<file path="config.mk">
export PLATFORM = sky130hd
export DESIGN_NAME = rcmb_pins
export DESIGN_NICKNAME = d
export VERILOG_FILES = /design/src/shared/rcmb_pkg.sv /design/src/rtl/rcmb_pins.sv
export SDC_FILE = /design/constraint.sdc
export NUM_CORES = 1
export LEC_CHECK = 0
export BUFFER_PORTS_ARGS = -buffer_cell sky130_fd_sc_hd__buf_2
export CAP_MARGIN = 10
export CORE_ASPECT_RATIO = 2
export CORE_MARGIN = 1.5
export CORE_UTILIZATION = 40
export CTS_CLUSTER_SIZE = 20
export DETAILED_ROUTE_END_ITERATION = 10
export PLACE_DENSITY_LB_ADDON = 0.05
export SLEW_MARGIN = 30
export SYNTH_ARGS = -nofsm -noshare
export SYNTH_HDL_FRONTEND = slang
export SYNTH_SLANG_ARGS = --single-unit
export TNS_END_PERCENT = 1
</file>
<file path="constraint.sdc">
create_clock -name clk_sys_i -period 3.04 [get_ports clk_sys_i]
set_input_delay 0.608 -clock clk_sys_i [delete_from_list [all_inputs] [get_ports clk_sys_i]]
set_output_delay 0.608 -clock clk_sys_i [all_outputs]
set_load 0.01 [all_outputs]
</file>
<file path="src/shared/rcmb_pkg.sv">
package rcmb_pkg;

    ////////////////////////////////////////////////////////////////////////////
    // Clock and serial timing
    localparam int CLK_PERIOD_PS = 4000;
    localparam int SERIAL_BIT_NS = 100;
    // Half bit period in system cycles, rounded down, never below one
    localparam int SERIAL_HALF_CYCLES_RAW = (SERIAL_BIT_NS * 1000) / (2 * CLK_PERIOD_PS);
    localparam int SERIAL_HALF_CYCLES = (SERIAL_HALF_CYCLES_RAW < 1) ? 1 : SERIAL_HALF_CYCLES_RAW;
    localparam int DIV_WIDTH = 8;
    localparam logic [DIV_WIDTH-1:0] DIV_LAST = 8'(SERIAL_HALF_CYCLES - 1);
    localparam logic [DIV_WIDTH-1:0] DIV_RESET = 8'h00;

    ////////////////////////////////////////////////////////////////////////////
    // Stream layout
    localparam int PORT_COUNT = 13;
    localparam int STATUS_BITS = 16;
    localparam int BIT_CNT_WIDTH = 16;
    localparam logic [BIT_CNT_WIDTH-1:0] BIT_CNT_MAX = 16'hFFFF;
    localparam logic [BIT_CNT_WIDTH-1:0] BIT_CNT_RESET = 16'h0000;
    localparam logic [BIT_CNT_WIDTH-1:0] BIT_CNT_FIRST = 16'h0001;
    // Packet bits still shown on the management bus once compression is asked
    localparam logic [BIT_CNT_WIDTH-1:0] COMPRESS_KEEP_BITS = 16'h0200;
    localparam int STAT_CNT_WIDTH = 5;
    localparam logic [STAT_CNT_WIDTH-1:0] STAT_CNT_LAST = 5'h10;
    localparam logic [STAT_CNT_WIDTH-1:0] STAT_CNT_RESET = 5'h00;
    localparam logic [STAT_CNT_WIDTH-1:0] STAT_CNT_FIRST = 5'h01;
    localparam logic [STATUS_BITS-1:0] STATUS_RESET = 16'h0000;

    ////////////////////////////////////////////////////////////////////////////
    // Synchroniser bit positions for pin inputs
    localparam int SYNC_WIDTH = 7;
    localparam int SY_ACT_SENSE = 0;
    localparam int SY_MCOL_SENSE = 1;
    localparam int SY_CAS_CLK = 2;
    localparam int SY_CAS_DATA = 3;
    localparam int SY_CAS_FRAME = 4;
    localparam int SY_CAS_COL = 5;
    localparam int SY_MGMT_CRS = 6;
    localparam int SY_COMPRESS_N = 6;
    localparam logic [SYNC_WIDTH-1:0] SYNC_RESET = 7'h03;

    ////////////////////////////////////////////////////////////////////////////
    // Serialiser states
    typedef enum logic [2:0] {
        ST_IDLE   = 3'b001,
        ST_PACKET = 3'b010,
        ST_STATUS = 3'b100
    } rcmb_state_type;

endpackage
</file>
<file path="src/rtl/rcmb_pins.sv">
`timescale 1ns/1ps
// Functional notes
// Packet bus drive enable high while cascade data, frame, clock, collision driven.
// Drive enable low means the transceiver receives from the shared bus.
// System supplies the reference clock that times all logic.
// Open-drain activity drive asserted while receiving data or collision locally.
// Activity sense shows this or any cascaded repeater receiving.
// Multi-collision drive on transmit collision or several port collisions.
// Multi-collision sense shows such a collision anywhere in the cascade.
// Management serial data changes only on management clock falling edge.
// Management clock toggles only while receiving a packet, else idle.
// Management carrier sense driven as framing while receiving, input otherwise.
// Management data is NRZ packet then status, only while receiving.
// Management drive enable high while management outputs go onto the bus.
// Compress request low while carrier active compresses the current packet.
// Request tied low compresses every packet; tied high never compresses.
// Manchester data of the receiving port appears on the test output.
// Cascade data changes on clock fall; receiver samples on clock rise.
// Management clock and data released when this device is not the source.
module rcmb_pins (
    // Clock and reset
    input wire logic clk_sys_i,
    input wire logic rst_n_i,
    // Repeater core side
    input wire logic seg_rx_active_i,
    input wire logic seg_rx_collision_i,
    input wire logic [rcmb_pkg::PORT_COUNT-1:0] port_collision_i,
    input wire logic tx_collision_i,
    input wire logic seg_rx_bit_i,
    input wire logic seg_manchester_i,
    input wire logic [rcmb_pkg::STATUS_BITS-1:0] status_word_i,
    output logic seg_bit_req_o,
    output logic activity_seen_o,
    output logic multi_collision_seen_o,
    output logic cascade_rx_bit_o,
    output logic cascade_rx_strobe_o,
    output logic cascade_rx_frame_o,
    output logic cascade_rx_collision_o,
    output logic mgmt_bus_busy_o,
    output logic compress_active_o,
    // Cascade bus pins
    input wire logic cascade_serial_data_i,
    output logic cascade_serial_data_o,
    output logic cascade_serial_data_oe_o,
    input wire logic cascade_frame_enable_i,
    output logic cascade_frame_enable_o,
    output logic cascade_frame_enable_oe_o,
    input wire logic cascade_serial_clock_i,
    output logic cascade_serial_clock_o,
    output logic cascade_serial_clock_oe_o,
    input wire logic receive_port_collision_i,
    output logic receive_port_collision_o,
    output logic receive_port_collision_oe_o,
    output logic packet_bus_drive_enable_o,
    // Shared open-drain activity and collision lines
    output logic local_activity_drive_o,
    output logic local_activity_drive_oe_o,
    input wire logic activity_sense_i,
    output logic multi_collision_drive_o,
    output logic multi_collision_drive_oe_o,
    input wire logic multi_collision_sense_i,
    // Management bus pins
    output logic mgmt_rx_clock_o,
    output logic mgmt_rx_clock_oe_o,
    output logic mgmt_rx_serial_o,
    output logic mgmt_rx_serial_oe_o,
    input wire logic mgmt_carrier_sense_i,
    output logic mgmt_carrier_sense_o,
    output logic mgmt_carrier_sense_oe_o,
    output logic mgmt_drive_enable_o,
    input wire logic compress_request_n_i,
    // Test output
    output logic manchester_rx_monitor_o
);
    import rcmb_pkg::*;

    ////////////////////////////////////////////////////////////////////////////
    // Helpers

    // True when two or more bits of the vector are set
    function automatic logic several_set(input logic [PORT_COUNT-1:0] v);
        logic seen;
        logic many;
        seen = 1'b0;
        many = 1'b0;
        for (int i = 0; i < PORT_COUNT; i++) begin
            if (v[i]) begin
                many = many | seen;
                seen = 1'b1;
            end
        end
        return many;
    endfunction

    // Open-drain lines read low when asserted
    function automatic logic od_active(input logic pin_level);
        return ~pin_level;
    endfunction

    ////////////////////////////////////////////////////////////////////////////
    // Pin synchronisers

    logic [SYNC_WIDTH-1:0] sync_meta;
    logic [SYNC_WIDTH-1:0] sync_pin;
    logic [SYNC_WIDTH-1:0] next_sync_meta;
    logic compress_meta;
    logic compress_n;
    logic next_compress_meta;

    // Gather raw pin levels
    always_comb begin
        next_sync_meta = {mgmt_carrier_sense_i, receive_port_collision_i, cascade_frame_enable_i,
                          cascade_serial_data_i, cascade_serial_clock_i, multi_collision_sense_i,
                          activity_sense_i};
        next_compress_meta = compress_request_n_i;
    end

    // Two flip-flops per pin
    always_ff @(posedge clk_sys_i) begin
        if (!rst_n_i) begin
            sync_meta <= SYNC_RESET;
            sync_pin <= SYNC_RESET;
            compress_meta <= 1'b1;
            compress_n <= 1'b1;
        end else begin
            sync_meta <= next_sync_meta;
            sync_pin <= sync_meta;
            compress_meta <= next_compress_meta;
            compress_n <= compress_meta;
        end
    end

    ////////////////////////////////////////////////////////////////////////////
    // Serialiser state

    rcmb_state_type state;
    rcmb_state_type next_state;
    logic [DIV_WIDTH-1:0] div_cnt;
    logic [DIV_WIDTH-1:0] next_div_cnt;
    logic sclk;
    logic next_sclk;
    logic sdata;
    logic next_sdata;
    logic bit_req;
    logic next_bit_req;
    logic [BIT_CNT_WIDTH-1:0] bit_cnt;
    logic [BIT_CNT_WIDTH-1:0] next_bit_cnt;
    logic [STATUS_BITS-1:0] stat_sr;
    logic [STATUS_BITS-1:0] next_stat_sr;
    logic [STAT_CNT_WIDTH-1:0] stat_cnt;
    logic [STAT_CNT_WIDTH-1:0] next_stat_cnt;
    logic compress;
    logic next_compress;
    logic tick;
    logic fall;
    logic rise;

    // Bit clock divider, packet and status shifting
    always_comb begin
        next_state = state;
        next_div_cnt = div_cnt;
        next_sclk = sclk;
        next_sdata = sdata;
        next_bit_req = 1'b0;
        next_bit_cnt = bit_cnt;
        next_stat_sr = stat_sr;
        next_stat_cnt = stat_cnt;
        next_compress = compress;
        tick = (div_cnt == DIV_LAST);
        fall = tick & sclk;
        rise = tick & ~sclk;
        unique case (state)
            ST_IDLE: begin
                next_div_cnt = DIV_RESET;
                next_sclk = 1'b0;
                if (seg_rx_active_i) begin
                    next_state = ST_PACKET;
                    next_sdata = seg_rx_bit_i;
                    next_bit_req = 1'b1;
                    next_bit_cnt = BIT_CNT_FIRST;
                    next_compress = 1'b0;
                end
            end
            ST_PACKET: begin
                next_div_cnt = tick ? DIV_RESET : div_cnt + 8'h01;
                if (tick) begin
                    next_sclk = ~sclk;
                end
                // Low request compresses
                if (rise && !compress_n) begin
                    next_compress = 1'b1;
                end
                // New bits only at clock fall
                if (fall) begin
                    if (seg_rx_active_i) begin
                        next_sdata = seg_rx_bit_i;
                        next_bit_req = 1'b1;
                        if (bit_cnt != BIT_CNT_MAX) begin
                            next_bit_cnt = bit_cnt + BIT_CNT_FIRST;
                        end
                    end else begin
                        // Packet done, status follows
                        next_state = ST_STATUS;
                        next_stat_sr = status_word_i;
                        next_sdata = status_word_i[STATUS_BITS-1];
                        next_stat_cnt = STAT_CNT_FIRST;
                    end
                end
            end
            ST_STATUS: begin
                next_div_cnt = tick ? DIV_RESET : div_cnt + 8'h01;
                if (tick) begin
                    next_sclk = ~sclk;
                end
                if (fall) begin
                    if (stat_cnt == STAT_CNT_LAST) begin
                        next_state = ST_IDLE;
                        next_sclk = 1'b0;
                        next_div_cnt = DIV_RESET;
                    end else begin
                        next_stat_sr = {stat_sr[STATUS_BITS-2:0], 1'b0};
                        next_sdata = stat_sr[STATUS_BITS-2];
                        next_stat_cnt = stat_cnt + STAT_CNT_FIRST;
                    end
                end
            end
            default: begin
                next_state = ST_IDLE;
                next_sclk = 1'b0;
                next_div_cnt = DIV_RESET;
            end
        endcase
    end

    // Serialiser registers
    always_ff @(posedge clk_sys_i) begin
        if (!rst_n_i) begin
            state <= ST_IDLE;
            div_cnt <= DIV_RESET;
            sclk <= 1'b0;
            sdata <= 1'b0;
            bit_req <= 1'b0;
            bit_cnt <= BIT_CNT_RESET;
            stat_sr <= STATUS_RESET;
            stat_cnt <= STAT_CNT_RESET;
            compress <= 1'b0;
        end else begin
            state <= next_state;
            div_cnt <= next_div_cnt;
            sclk <= next_sclk;
            sdata <= next_sdata;
            bit_req <= next_bit_req;
            bit_cnt <= next_bit_cnt;
            stat_sr <= next_stat_sr;
            stat_cnt <= next_stat_cnt;
            compress <= next_compress;
        end
    end

    ////////////////////////////////////////////////////////////////////////////
    // Cascade receive side

    logic cas_clk_prev;
    logic next_cas_clk_prev;
    logic cas_bit;
    logic next_cas_bit;
    logic cas_strobe;
    logic next_cas_strobe;

    // Sample cascade data on clock rise
    always_comb begin
        next_cas_clk_prev = sync_pin[SY_CAS_CLK];
        next_cas_bit = cas_bit;
        next_cas_strobe = 1'b0;
        if ((state == ST_IDLE) && sync_pin[SY_CAS_FRAME] && sync_pin[SY_CAS_CLK] && !cas_clk_prev) begin
            next_cas_bit = sync_pin[SY_CAS_DATA];
            next_cas_strobe = 1'b1;
        end
    end

    // Cascade receive registers
    always_ff @(posedge clk_sys_i) begin
        if (!rst_n_i) begin
            cas_clk_prev <= 1'b0;
            cas_bit <= 1'b0;
            cas_strobe <= 1'b0;
        end else begin
            cas_clk_prev <= next_cas_clk_prev;
            cas_bit <= next_cas_bit;
            cas_strobe <= next_cas_strobe;
        end
    end

    ////////////////////////////////////////////////////////////////////////////
    // Output registers

    logic drive_packet;
    logic drive_mgmt;
    logic hide_clock;
    logic next_local_act_oe;
    logic next_multi_col_oe;

    // Drive decisions
    always_comb begin
        drive_packet = (next_state == ST_PACKET);
        drive_mgmt = (next_state != ST_IDLE);
        // Compressed tail gets no management clock
        hide_clock = next_compress && drive_packet && (next_bit_cnt > COMPRESS_KEEP_BITS);
        next_local_act_oe = seg_rx_active_i | seg_rx_collision_i;
        next_multi_col_oe = tx_collision_i | several_set(port_collision_i);
    end

    // Output flip-flops
    always_ff @(posedge clk_sys_i) begin
        if (!rst_n_i) begin
            packet_bus_drive_enable_o <= 1'b0;
            cascade_serial_data_o <= 1'b0;
            cascade_serial_data_oe_o <= 1'b0;
            cascade_frame_enable_o <= 1'b0;
            cascade_frame_enable_oe_o <= 1'b0;
            cascade_serial_clock_o <= 1'b0;
            cascade_serial_clock_oe_o <= 1'b0;
            receive_port_collision_o <= 1'b0;
            receive_port_collision_oe_o <= 1'b0;
            local_activity_drive_o <= 1'b0;
            local_activity_drive_oe_o <= 1'b0;
            multi_collision_drive_o <= 1'b0;
            multi_collision_drive_oe_o <= 1'b0;
            mgmt_rx_clock_o <= 1'b0;
            mgmt_rx_clock_oe_o <= 1'b0;
            mgmt_rx_serial_o <= 1'b0;
            mgmt_rx_serial_oe_o <= 1'b0;
            mgmt_carrier_sense_o <= 1'b0;
            mgmt_carrier_sense_oe_o <= 1'b0;
            mgmt_drive_enable_o <= 1'b0;
            manchester_rx_monitor_o <= 1'b0;
            seg_bit_req_o <= 1'b0;
            activity_seen_o <= 1'b0;
            multi_collision_seen_o <= 1'b0;
            cascade_rx_bit_o <= 1'b0;
            cascade_rx_strobe_o <= 1'b0;
            cascade_rx_frame_o <= 1'b0;
            cascade_rx_collision_o <= 1'b0;
            mgmt_bus_busy_o <= 1'b0;
            compress_active_o <= 1'b0;
        end else begin
            // Cascade bus
            packet_bus_drive_enable_o <= drive_packet;
            cascade_serial_data_o <= next_sdata;
            cascade_serial_data_oe_o <= drive_packet;
            cascade_frame_enable_o <= drive_packet;
            cascade_frame_enable_oe_o <= drive_packet;
            cascade_serial_clock_o <= drive_packet & next_sclk;
            cascade_serial_clock_oe_o <= drive_packet;
            receive_port_collision_o <= seg_rx_collision_i;
            receive_port_collision_oe_o <= drive_packet;
            // Open-drain lines pull low when enabled
            local_activity_drive_oe_o <= next_local_act_oe;
            multi_collision_drive_oe_o <= next_multi_col_oe;
            // Management bus
            mgmt_rx_clock_o <= drive_mgmt & next_sclk & ~hide_clock;
            mgmt_rx_clock_oe_o <= drive_mgmt;
            mgmt_rx_serial_o <= drive_mgmt & next_sdata;
            mgmt_rx_serial_oe_o <= drive_mgmt;
            mgmt_carrier_sense_o <= drive_mgmt;
            mgmt_carrier_sense_oe_o <= drive_mgmt;
            mgmt_drive_enable_o <= drive_mgmt;
            // Test copy of the receiving port's Manchester stream
            manchester_rx_monitor_o <= seg_manchester_i;
            // Core side status
            seg_bit_req_o <= next_bit_req;
            activity_seen_o <= od_active(sync_pin[SY_ACT_SENSE]);
            multi_collision_seen_o <= od_active(sync_pin[SY_MCOL_SENSE]);
            cascade_rx_bit_o <= next_cas_bit;
            cascade_rx_strobe_o <= next_cas_strobe;
            cascade_rx_frame_o <= (state == ST_IDLE) & sync_pin[SY_CAS_FRAME];
            cascade_rx_collision_o <= (state == ST_IDLE) & sync_pin[SY_CAS_COL];
            mgmt_bus_busy_o <= (state == ST_IDLE) & sync_pin[SY_MGMT_CRS];
            compress_active_o <= next_compress & drive_mgmt;
        end
    end

endmodule

</file>
# Word-level counts from Yosys, hierarchy flattened
# Index checks and enable logic that the tools add are counted.
op_classes:
  bitwise: 27
  add_sub_neg: 3
  n_mux: 66
  eq_ne: 12
  n_lt_le_gt_ge: 1
  reduce_logical: 10
op_table:
  columns: ["operator", "count"]
  rows:
  - ["2-to-1 mux 16 bit", 4]
  - ["2-to-1 mux 15 bit", 4]
  - ["2-to-1 mux 1 bit", 37]
  - ["one-hot mux 16 bit (2 select lines)", 1]
  - ["one-hot mux 15 bit (2 select lines)", 1]
  - ["2-to-1 mux 8 bit", 3]
  - ["2-to-1 mux 5 bit", 4]
  - ["adder 16 x 1 -> 16 bit (second input constant)", 1]
  - ["greater-than comparator 16 x 10 -> 1 bit (second input constant)", 1]
  - ["!= test 16 bit (second input constant)", 1]
  - ["one-hot mux 8 bit (2 select lines)", 1]
  - ["2-to-1 mux 3 bit", 5]
  - ["bitwise OR 1 bit", 13]
  - ["AND 1 bit", 10]
  - ["one-hot mux 5 bit (2 select lines)", 1]
  - ["one-hot mux 3 bit (3 select lines)", 1]
  - ["adder 8 x 1 -> 8 bit (second input constant)", 1]
  - ["== test 8 x 4 -> 1 bit (second input constant)", 1]
  - ["!= test 2 bit (second input constant)", 4]
  - ["== test 3 x 2 -> 1 bit (second input constant)", 2]
  - ["logical AND 1 bit", 6]
  - ["one-hot mux 1 bit (2 select lines)", 3]
  - ["adder 5 x 1 -> 5 bit (second input constant)", 1]
  - ["== test 5 bit (second input constant)", 1]
  - ["other kinds (8)", 12]
totals:
  input_bits: 44
  reg_bits: 85
  output_inout_bits: 30

# Longest topological paths before layout
logic_depth:
  depth_word: 25
  depth_mapped: 13
  ltp_nobuf: 11

# Worst setup path before layout
# OpenSTA, ideal clock, no wires.
synth_timing:
  kind: "register to register"
  from: "register div_cnt[2]"
  to: "register mgmt_rx_clock_o"
  required_ns: 2.914
  setup_time_ns: 0.126
  path_slack_ns: -0.013
  arrival_time_ns: 2.927
  stages_incl_launch_ff: 13
  path_cell_list: "dfxtp_1 or4_1 nor3_1 ha_1 buf_2 and2_1 clkbuf_1 nand2_1 nor2_1 nand3_1 mux2_2 a41oi_1 o31ai_2"
synth_between:
  elab_chain_cells: 9
  elab_cells_between_ends: 23
  cone_classes: "order compare (1); eq/ne (3); mux (11); bitwise (5); reduce/logical (3)"
synth_lines:
  columns: ["item", "line", "source"]
  rows:
  - ["start: declaration", "rcmb_pins.sv:138", "logic [DIV_WIDTH-1:0] div_cnt;"]
  - ["start signal: assignment", "rcmb_pins.sv:249", "div_cnt <= next_div_cnt;"]
  - ["== test 8 x 4 -> 1 bit (*)", "rcmb_pins.sv:169", "tick = (div_cnt == DIV_LAST);"]
  - ["parallel branches: the longest is 7 deep, another holds greater-than comparator 16 x 10 -> 1 bit", null, null]
  - ["AND 1 bit (*)", "rcmb_pins.sv:361", "mgmt_rx_clock_o <= drive_mgmt & next_sclk & ~hide_clock;"]
  - ["end signal: assignment", "rcmb_pins.sv:361", null]
  - ["end: declaration", "rcmb_pins.sv:63", "output logic mgmt_rx_clock_o,"]
# Every way passes the cells marked *.
# A chain may end at the register's enable or synchronous reset.

# Worst setup path in the final report
layout_timing:
  from: "register div_cnt[4]"
  to: "register mgmt_rx_clock_o"
# Same word-level chain as after synthesis.

==> run_summary.xml <==
<?xml version="1.0" encoding="UTF-8"?>
<metrics>
  <group name="outcome">
    <metric name="outcome" unit="">finished, violations left</metric>
    <metric name="failed_checks" unit="">DRC</metric>
  </group>
  <group name="setup_path">
    <metric name="timing_worst_setup_path_type" unit="">flop to flop</metric>
    <metric name="critPathCaptureType" unit="">flop</metric>
    <metric name="crit_required" unit="ns">3.30</metric>
    <metric name="critical_path.startpoint_type" unit="">flop</metric>
    <metric name="path_max_fanout" unit="">4</metric>
    <metric name="critPathArrivalTime" unit="ns">3.16</metric>
  </group>
  <group name="global_route">
    <metric name="grt_max_degree" unit="">36</metric>
    <metric name="antenna_violations_before_repair" unit="">0</metric>
    <metric name="grt_pass1_wl" unit="mm">15.0</metric>
    <metric name="grtUsageTotal" unit="%">19.1</metric>
    <metric name="grt_pass1_vias" unit="">3269</metric>
    <metric name="gr-total-overflow" unit="">0</metric>
  </group>
  <group name="synth">
    <metric name="netlist_instances" unit="">429</metric>
    <metric name="main_combinational_cell_family_by_area_after_synthesis" unit="">simple AND/OR/NAND/NOR gates</metric>
    <metric name="synth_compound_gate_area_share" unit="%">15.5</metric>
    <metric name="synth_sequential_area_ratio" unit="%">45.4</metric>
    <metric name="area_share_of_and_or_nand_nor_cells_after_synthesis" unit="%">27.7</metric>
    <metric name="mappedNetlistArea" unit="sq mm">0.00375</metric>
    <metric name="synth_mux_area_share" unit="%">1.10</metric>
    <metric name="yosys.cell_types.count" unit="">64</metric>
    <metric name="async_reset_ff_share" unit="%">0</metric>
    <metric name="adder_cell_fraction_of_synth_area" unit="%">2.27</metric>
    <metric name="synth_area_in_xor_xnor" unit="%">2.57</metric>
    <metric name="synth-edff-count" unit="">0</metric>
    <metric name="syn_avg_cell_area" unit="sq um">8.73</metric>
    <metric name="ys_dominant_reg_cell" unit="">sky130_fd_sc_hd__dfxtp_1</metric>
    <metric name="synth-warning-count" unit="">0</metric>
    <metric name="flip_flop_and_latch_count_after_synthesis" unit="">85</metric>
  </group>
  <group name="sta">
    <metric name="worst_pin_slew" unit="ns">0.624</metric>
    <metric name="clock-skew-final" unit="ns">0.00785</metric>
    <metric name="maxSlewViolCount" unit="">0</metric>
    <metric name="max_freq" unit="MHz">345</metric>
    <metric name="slew_headroom" unit="%">58.4</metric>
    <metric name="finalCriticalPeriod" unit="ns">2.89</metric>
    <metric name="rsz_0062_raised_after_global_routing" unit="">no</metric>
    <metric name="setup_violations" unit="">0</metric>
    <metric name="timing.final.hold_violations" unit="">0</metric>
    <metric name="setup_slack" unit="ns">0.145</metric>
    <metric name="tns" unit="ns">0</metric>
    <metric name="post-route-period-util" unit="%">95.2</metric>
  </group>
  <group name="run">
    <metric name="max-cap-violations" unit="">0</metric>
  </group>
  <group name="die">
    <metric name="die-width" unit="um">71.4</metric>
    <metric name="design.core.area" unit="sq mm">0.00907</metric>
    <metric name="floorplan.die_area" unit="sq mm">0.00999</metric>
    <metric name="floorplan.initialDensity" unit="%">41.3</metric>
    <metric name="fp-row-count" unit="">49</metric>
    <metric name="die-height" unit="um">140</metric>
    <metric name="pin_count" unit="">74</metric>
  </group>
  <group name="clock_tree">
    <metric name="clock_latency" unit="ns">0.34</metric>
    <metric name="cts_buffer_count" unit="">9</metric>
    <metric name="total_number_of_h_tree_levels" unit="">3</metric>
    <metric name="cts.reportedPaths.clkPinSlew" unit="ns">0.07</metric>
    <metric name="tritoncts" unit="">done</metric>
    <metric name="clock_sinks" unit="">85</metric>
    <metric name="cts_root_buf" unit="">sky130_fd_sc_hd__clkbuf_16</metric>
    <metric name="clk_path_buf_depth" unit="">2</metric>
  </group>
  <group name="power_and_ir_drop">
    <metric name="power.share.switching" unit="%">24.0</metric>
    <metric name="switching_power" unit="uW">563</metric>
    <metric name="irDropWorstVdd" unit="mV">0.344</metric>
    <metric name="p_total" unit="mW">2.35</metric>
    <metric name="power_frac_comb" unit="%">6.6</metric>
    <metric name="clkPwrFrac" unit="%">44.3</metric>
    <metric name="share_seq_of_total_power" unit="%">49.1</metric>
    <metric name="internal_power" unit="mW">1.78</metric>
    <metric name="power_leakage" unit="nW">1.85</metric>
    <metric name="power_per_cell_area" unit="mW/mm^2">522</metric>
  </group>
  <group name="detailed_routing">
    <metric name="dr_iter_0_viols" unit="">245</metric>
    <metric name="finalWirelength" unit="mm">9.26</metric>
    <metric name="vias" unit="">3290</metric>
    <metric name="post_drt_via_cell_ratio" unit="">5.46</metric>
    <metric name="wl_per_cell" unit="um">15.4</metric>
    <metric name="drc" unit="">3</metric>
    <metric name="dr.pass1.iters" unit="">7</metric>
    <metric name="route.antenna.remaining_nets" unit="">0</metric>
  </group>
  <group name="min_path">
    <metric name="worst_hold_path_type" unit="">flop to flop</metric>
  </group>
  <group name="finish">
    <metric name="synthesis_to_layout_area_growth" unit="%">20.0</metric>
    <metric name="fraction_of_final_layout_cells_sized_beyond_drive_strength_1" unit="%">24.6</metric>
    <metric name="num_antenna_cells" unit="">0</metric>
    <metric name="final_cell_area" unit="sq mm">0.00450</metric>
    <metric name="final_nets" unit="">546</metric>
  </group>
  <group name="place">
    <metric name="dpl_worst_slack" unit="ns">0.114</metric>
    <metric name="gpl.final_weighted_congestion" unit="">0.900</metric>
    <metric name="hpwlAfterDp" unit="mm">6.92</metric>
    <metric name="placement.io_buffers" unit="">71</metric>
    <metric name="dpl-instance-area" unit="sq mm">0.00419</metric>
  </group>
</metrics>
[repair_timing]
action                                  4_1_cts  5_1_grt
buffers inserted                              0        0
gates resized for setup                       0        7
endpoints found under the setup margin        0        1
hold buffers                                  0        0
hold endpoints to repair                      0        0
[critical path, cell delays in order (launching register included)]
cell and delay (ns):
sky130_fd_sc_hd__dfxtp_1 0.34, sky130_fd_sc_hd__or4_4 0.53, sky130_fd_sc_hd__nor3_4 0.20, sky130_fd_sc_hd__ha_2 0.22, sky130_fd_sc_hd__nand2_1 0.08, sky130_fd_sc_hd__or4_4 0.49
sky130_fd_sc_hd__o211ai_2 0.14, sky130_fd_sc_hd__o41ai_1 0.10, sky130_fd_sc_hd__or4_1 0.54, sky130_fd_sc_hd__o31ai_2 0.18
[synthesized netlist by cell type (2+ instances only)]
master / instances / area [sq um]
sky130_fd_sc_hd__o21ai_0: 4 / 20.0
sky130_fd_sc_hd__nand2_1: 41 / 154
sky130_fd_sc_hd__nand4_1: 9 / 56.3
sky130_fd_sc_hd__a22oi_1: 16 / 120
sky130_fd_sc_hd__buf_4: 11 / 82.6
sky130_fd_sc_hd__clkbuf_1: 15 / 56.3
sky130_fd_sc_hd__ha_1: 6 / 75.1
sky130_fd_sc_hd__mux2i_1: 3 / 30.0
sky130_fd_sc_hd__o211ai_1: 3 / 22.5
sky130_fd_sc_hd__a41oi_1: 3 / 26.3
sky130_fd_sc_hd__or2_1: 2 / 12.5
sky130_fd_sc_hd__xor2_1: 8 / 70.1
sky130_fd_sc_hd__nor3_1: 10 / 50.1
sky130_fd_sc_hd__inv_1: 7 / 26.3
sky130_fd_sc_hd__o21ai_1: 6 / 30.0
sky130_fd_sc_hd__dfxtp_1: 85 / 1700
sky130_fd_sc_hd__a211oi_1: 3 / 22.5
sky130_fd_sc_hd__a21o_1: 2 / 15.0
sky130_fd_sc_hd__and4_1: 3 / 26.3
sky130_fd_sc_hd__and4_4: 2 / 22.5
sky130_fd_sc_hd__nor3b_1: 3 / 22.5
sky130_fd_sc_hd__nor2_1: 50 / 188
sky130_fd_sc_hd__a21oi_1: 25 / 125
sky130_fd_sc_hd__and2_1: 26 / 163
sky130_fd_sc_hd__nand2b_1: 10 / 62.6
sky130_fd_sc_hd__and3_1: 6 / 37.5
sky130_fd_sc_hd__nand3_1: 14 / 70.1
sky130_fd_sc_hd__buf_2: 4 / 20.0
sky130_fd_sc_hd__nor4_1: 4 / 25.0
sky130_fd_sc_hd__xnor2_1: 3 / 26.3
sky130_fd_sc_hd__or4_1: 6 / 45.0
sky130_fd_sc_hd__a31oi_1: 6 / 37.5
sky130_fd_sc_hd__nand3b_1: 2 / 15.0
[placed cells by master, fill, tap and decap left out, types with 4 or more instances in the layout]
master	count
sky130_fd_sc_hd__dfxtp_1	85
sky130_fd_sc_hd__buf_2	71
sky130_fd_sc_hd__nor2_1	48
sky130_fd_sc_hd__nand2_1	41
sky130_fd_sc_hd__a21oi_1	25
sky130_fd_sc_hd__and2_1	25
sky130_fd_sc_hd__a22oi_1	16
sky130_fd_sc_hd__buf_4	15
sky130_fd_sc_hd__nand3_1	14
sky130_fd_sc_hd__nand2b_1	10
sky130_fd_sc_hd__nand4_1	9
sky130_fd_sc_hd__clkbuf_16	9
sky130_fd_sc_hd__xor2_1	8
sky130_fd_sc_hd__nor3_1	8
sky130_fd_sc_hd__inv_1	7
sky130_fd_sc_hd__o21ai_1	6
sky130_fd_sc_hd__a31oi_1	6
sky130_fd_sc_hd__and3_1	6
sky130_fd_sc_hd__or4_1	5
sky130_fd_sc_hd__ha_1	5
sky130_fd_sc_hd__o21ai_0	4
[flip-flops by register name (all words and copies together) (netlist names), 3 cells and up]
name and flops:
stat_cnt 5, bit_cnt 16, sync_pin 7, stat_sr 15
sync_meta 7, div_cnt 8, state 3
[power by group through the flow]
| stage | Clock (mW) | Sequential (mW) | Combinational, mW |
|---|---|---|---|
| 2_1_floorplan | 0 | 1.18 | 0.0941 |
| 3_3_place_gp | 0 | 1.18 | 0.157 |
| 3_5_place_dp | 0 | 1.18 | 0.158 |
| 4_1_cts | 1.06 | 1.15 | 0.158 |
| 5_1_grt | 1.11 | 1.16 | 0.171 |
| 6_report | 1.04 | 1.15 | 0.155 |
[layer usage]
layer  track usage (%)  up-vias  routed length (um)
li1                  -     1645                   -
met1              18.0     1529                3300
met2              35.3       86                5180
met3              3.62       30                 298
met4              13.8        0                 482
met5                 0        -                   0
[cell families after synthesis]
logic type	after synthesis
DFF	85
xor gates and xnor gates	11
adders and majority gates	7
AOI/OAI and AO/OA	85
and+or+nand+nor	197
other	1
muxes	4
buffers and inverters	39
[through the flow]
stage / util, % / instances / hold slack [ns]
2_1_floorplan: - / 430 / 0.368
5_1_grt: 49.5 / 603 / 0.407
6_report: 49.5 / 603 / 0.388
3_5_place_dp: 46.1 / 587 / 0.381
4_1_cts: 49.3 / 603 / 0.390
3_3_place_gp: 46.1 / 587 / 0.371
[layout make-up]
cell class / count / area [sq um]
fillers: 916 / 4580
multi-input cells: 306 / 1880
well taps: 102 / 128
clock inverters: 6 / 45.0
repair buffers: 86 / 468
inverters: 8 / 30.0
flip-flops and latches: 85 / 1700
clock buffers: 10 / 239
[final timing paths]
path,start,to,slack (ns),cells after the start
worst min-delay path,sync_pin[0],activity_seen_o,0.39,1
worst min register to register,sync_pin[0],activity_seen_o,0.39,1
worst max-delay path,div_cnt[4],mgmt_rx_clock_o,0.15,9
worst max register to register,div_cnt[4],mgmt_rx_clock_o,0.15,9
Power figures use the tool's default switching activity.
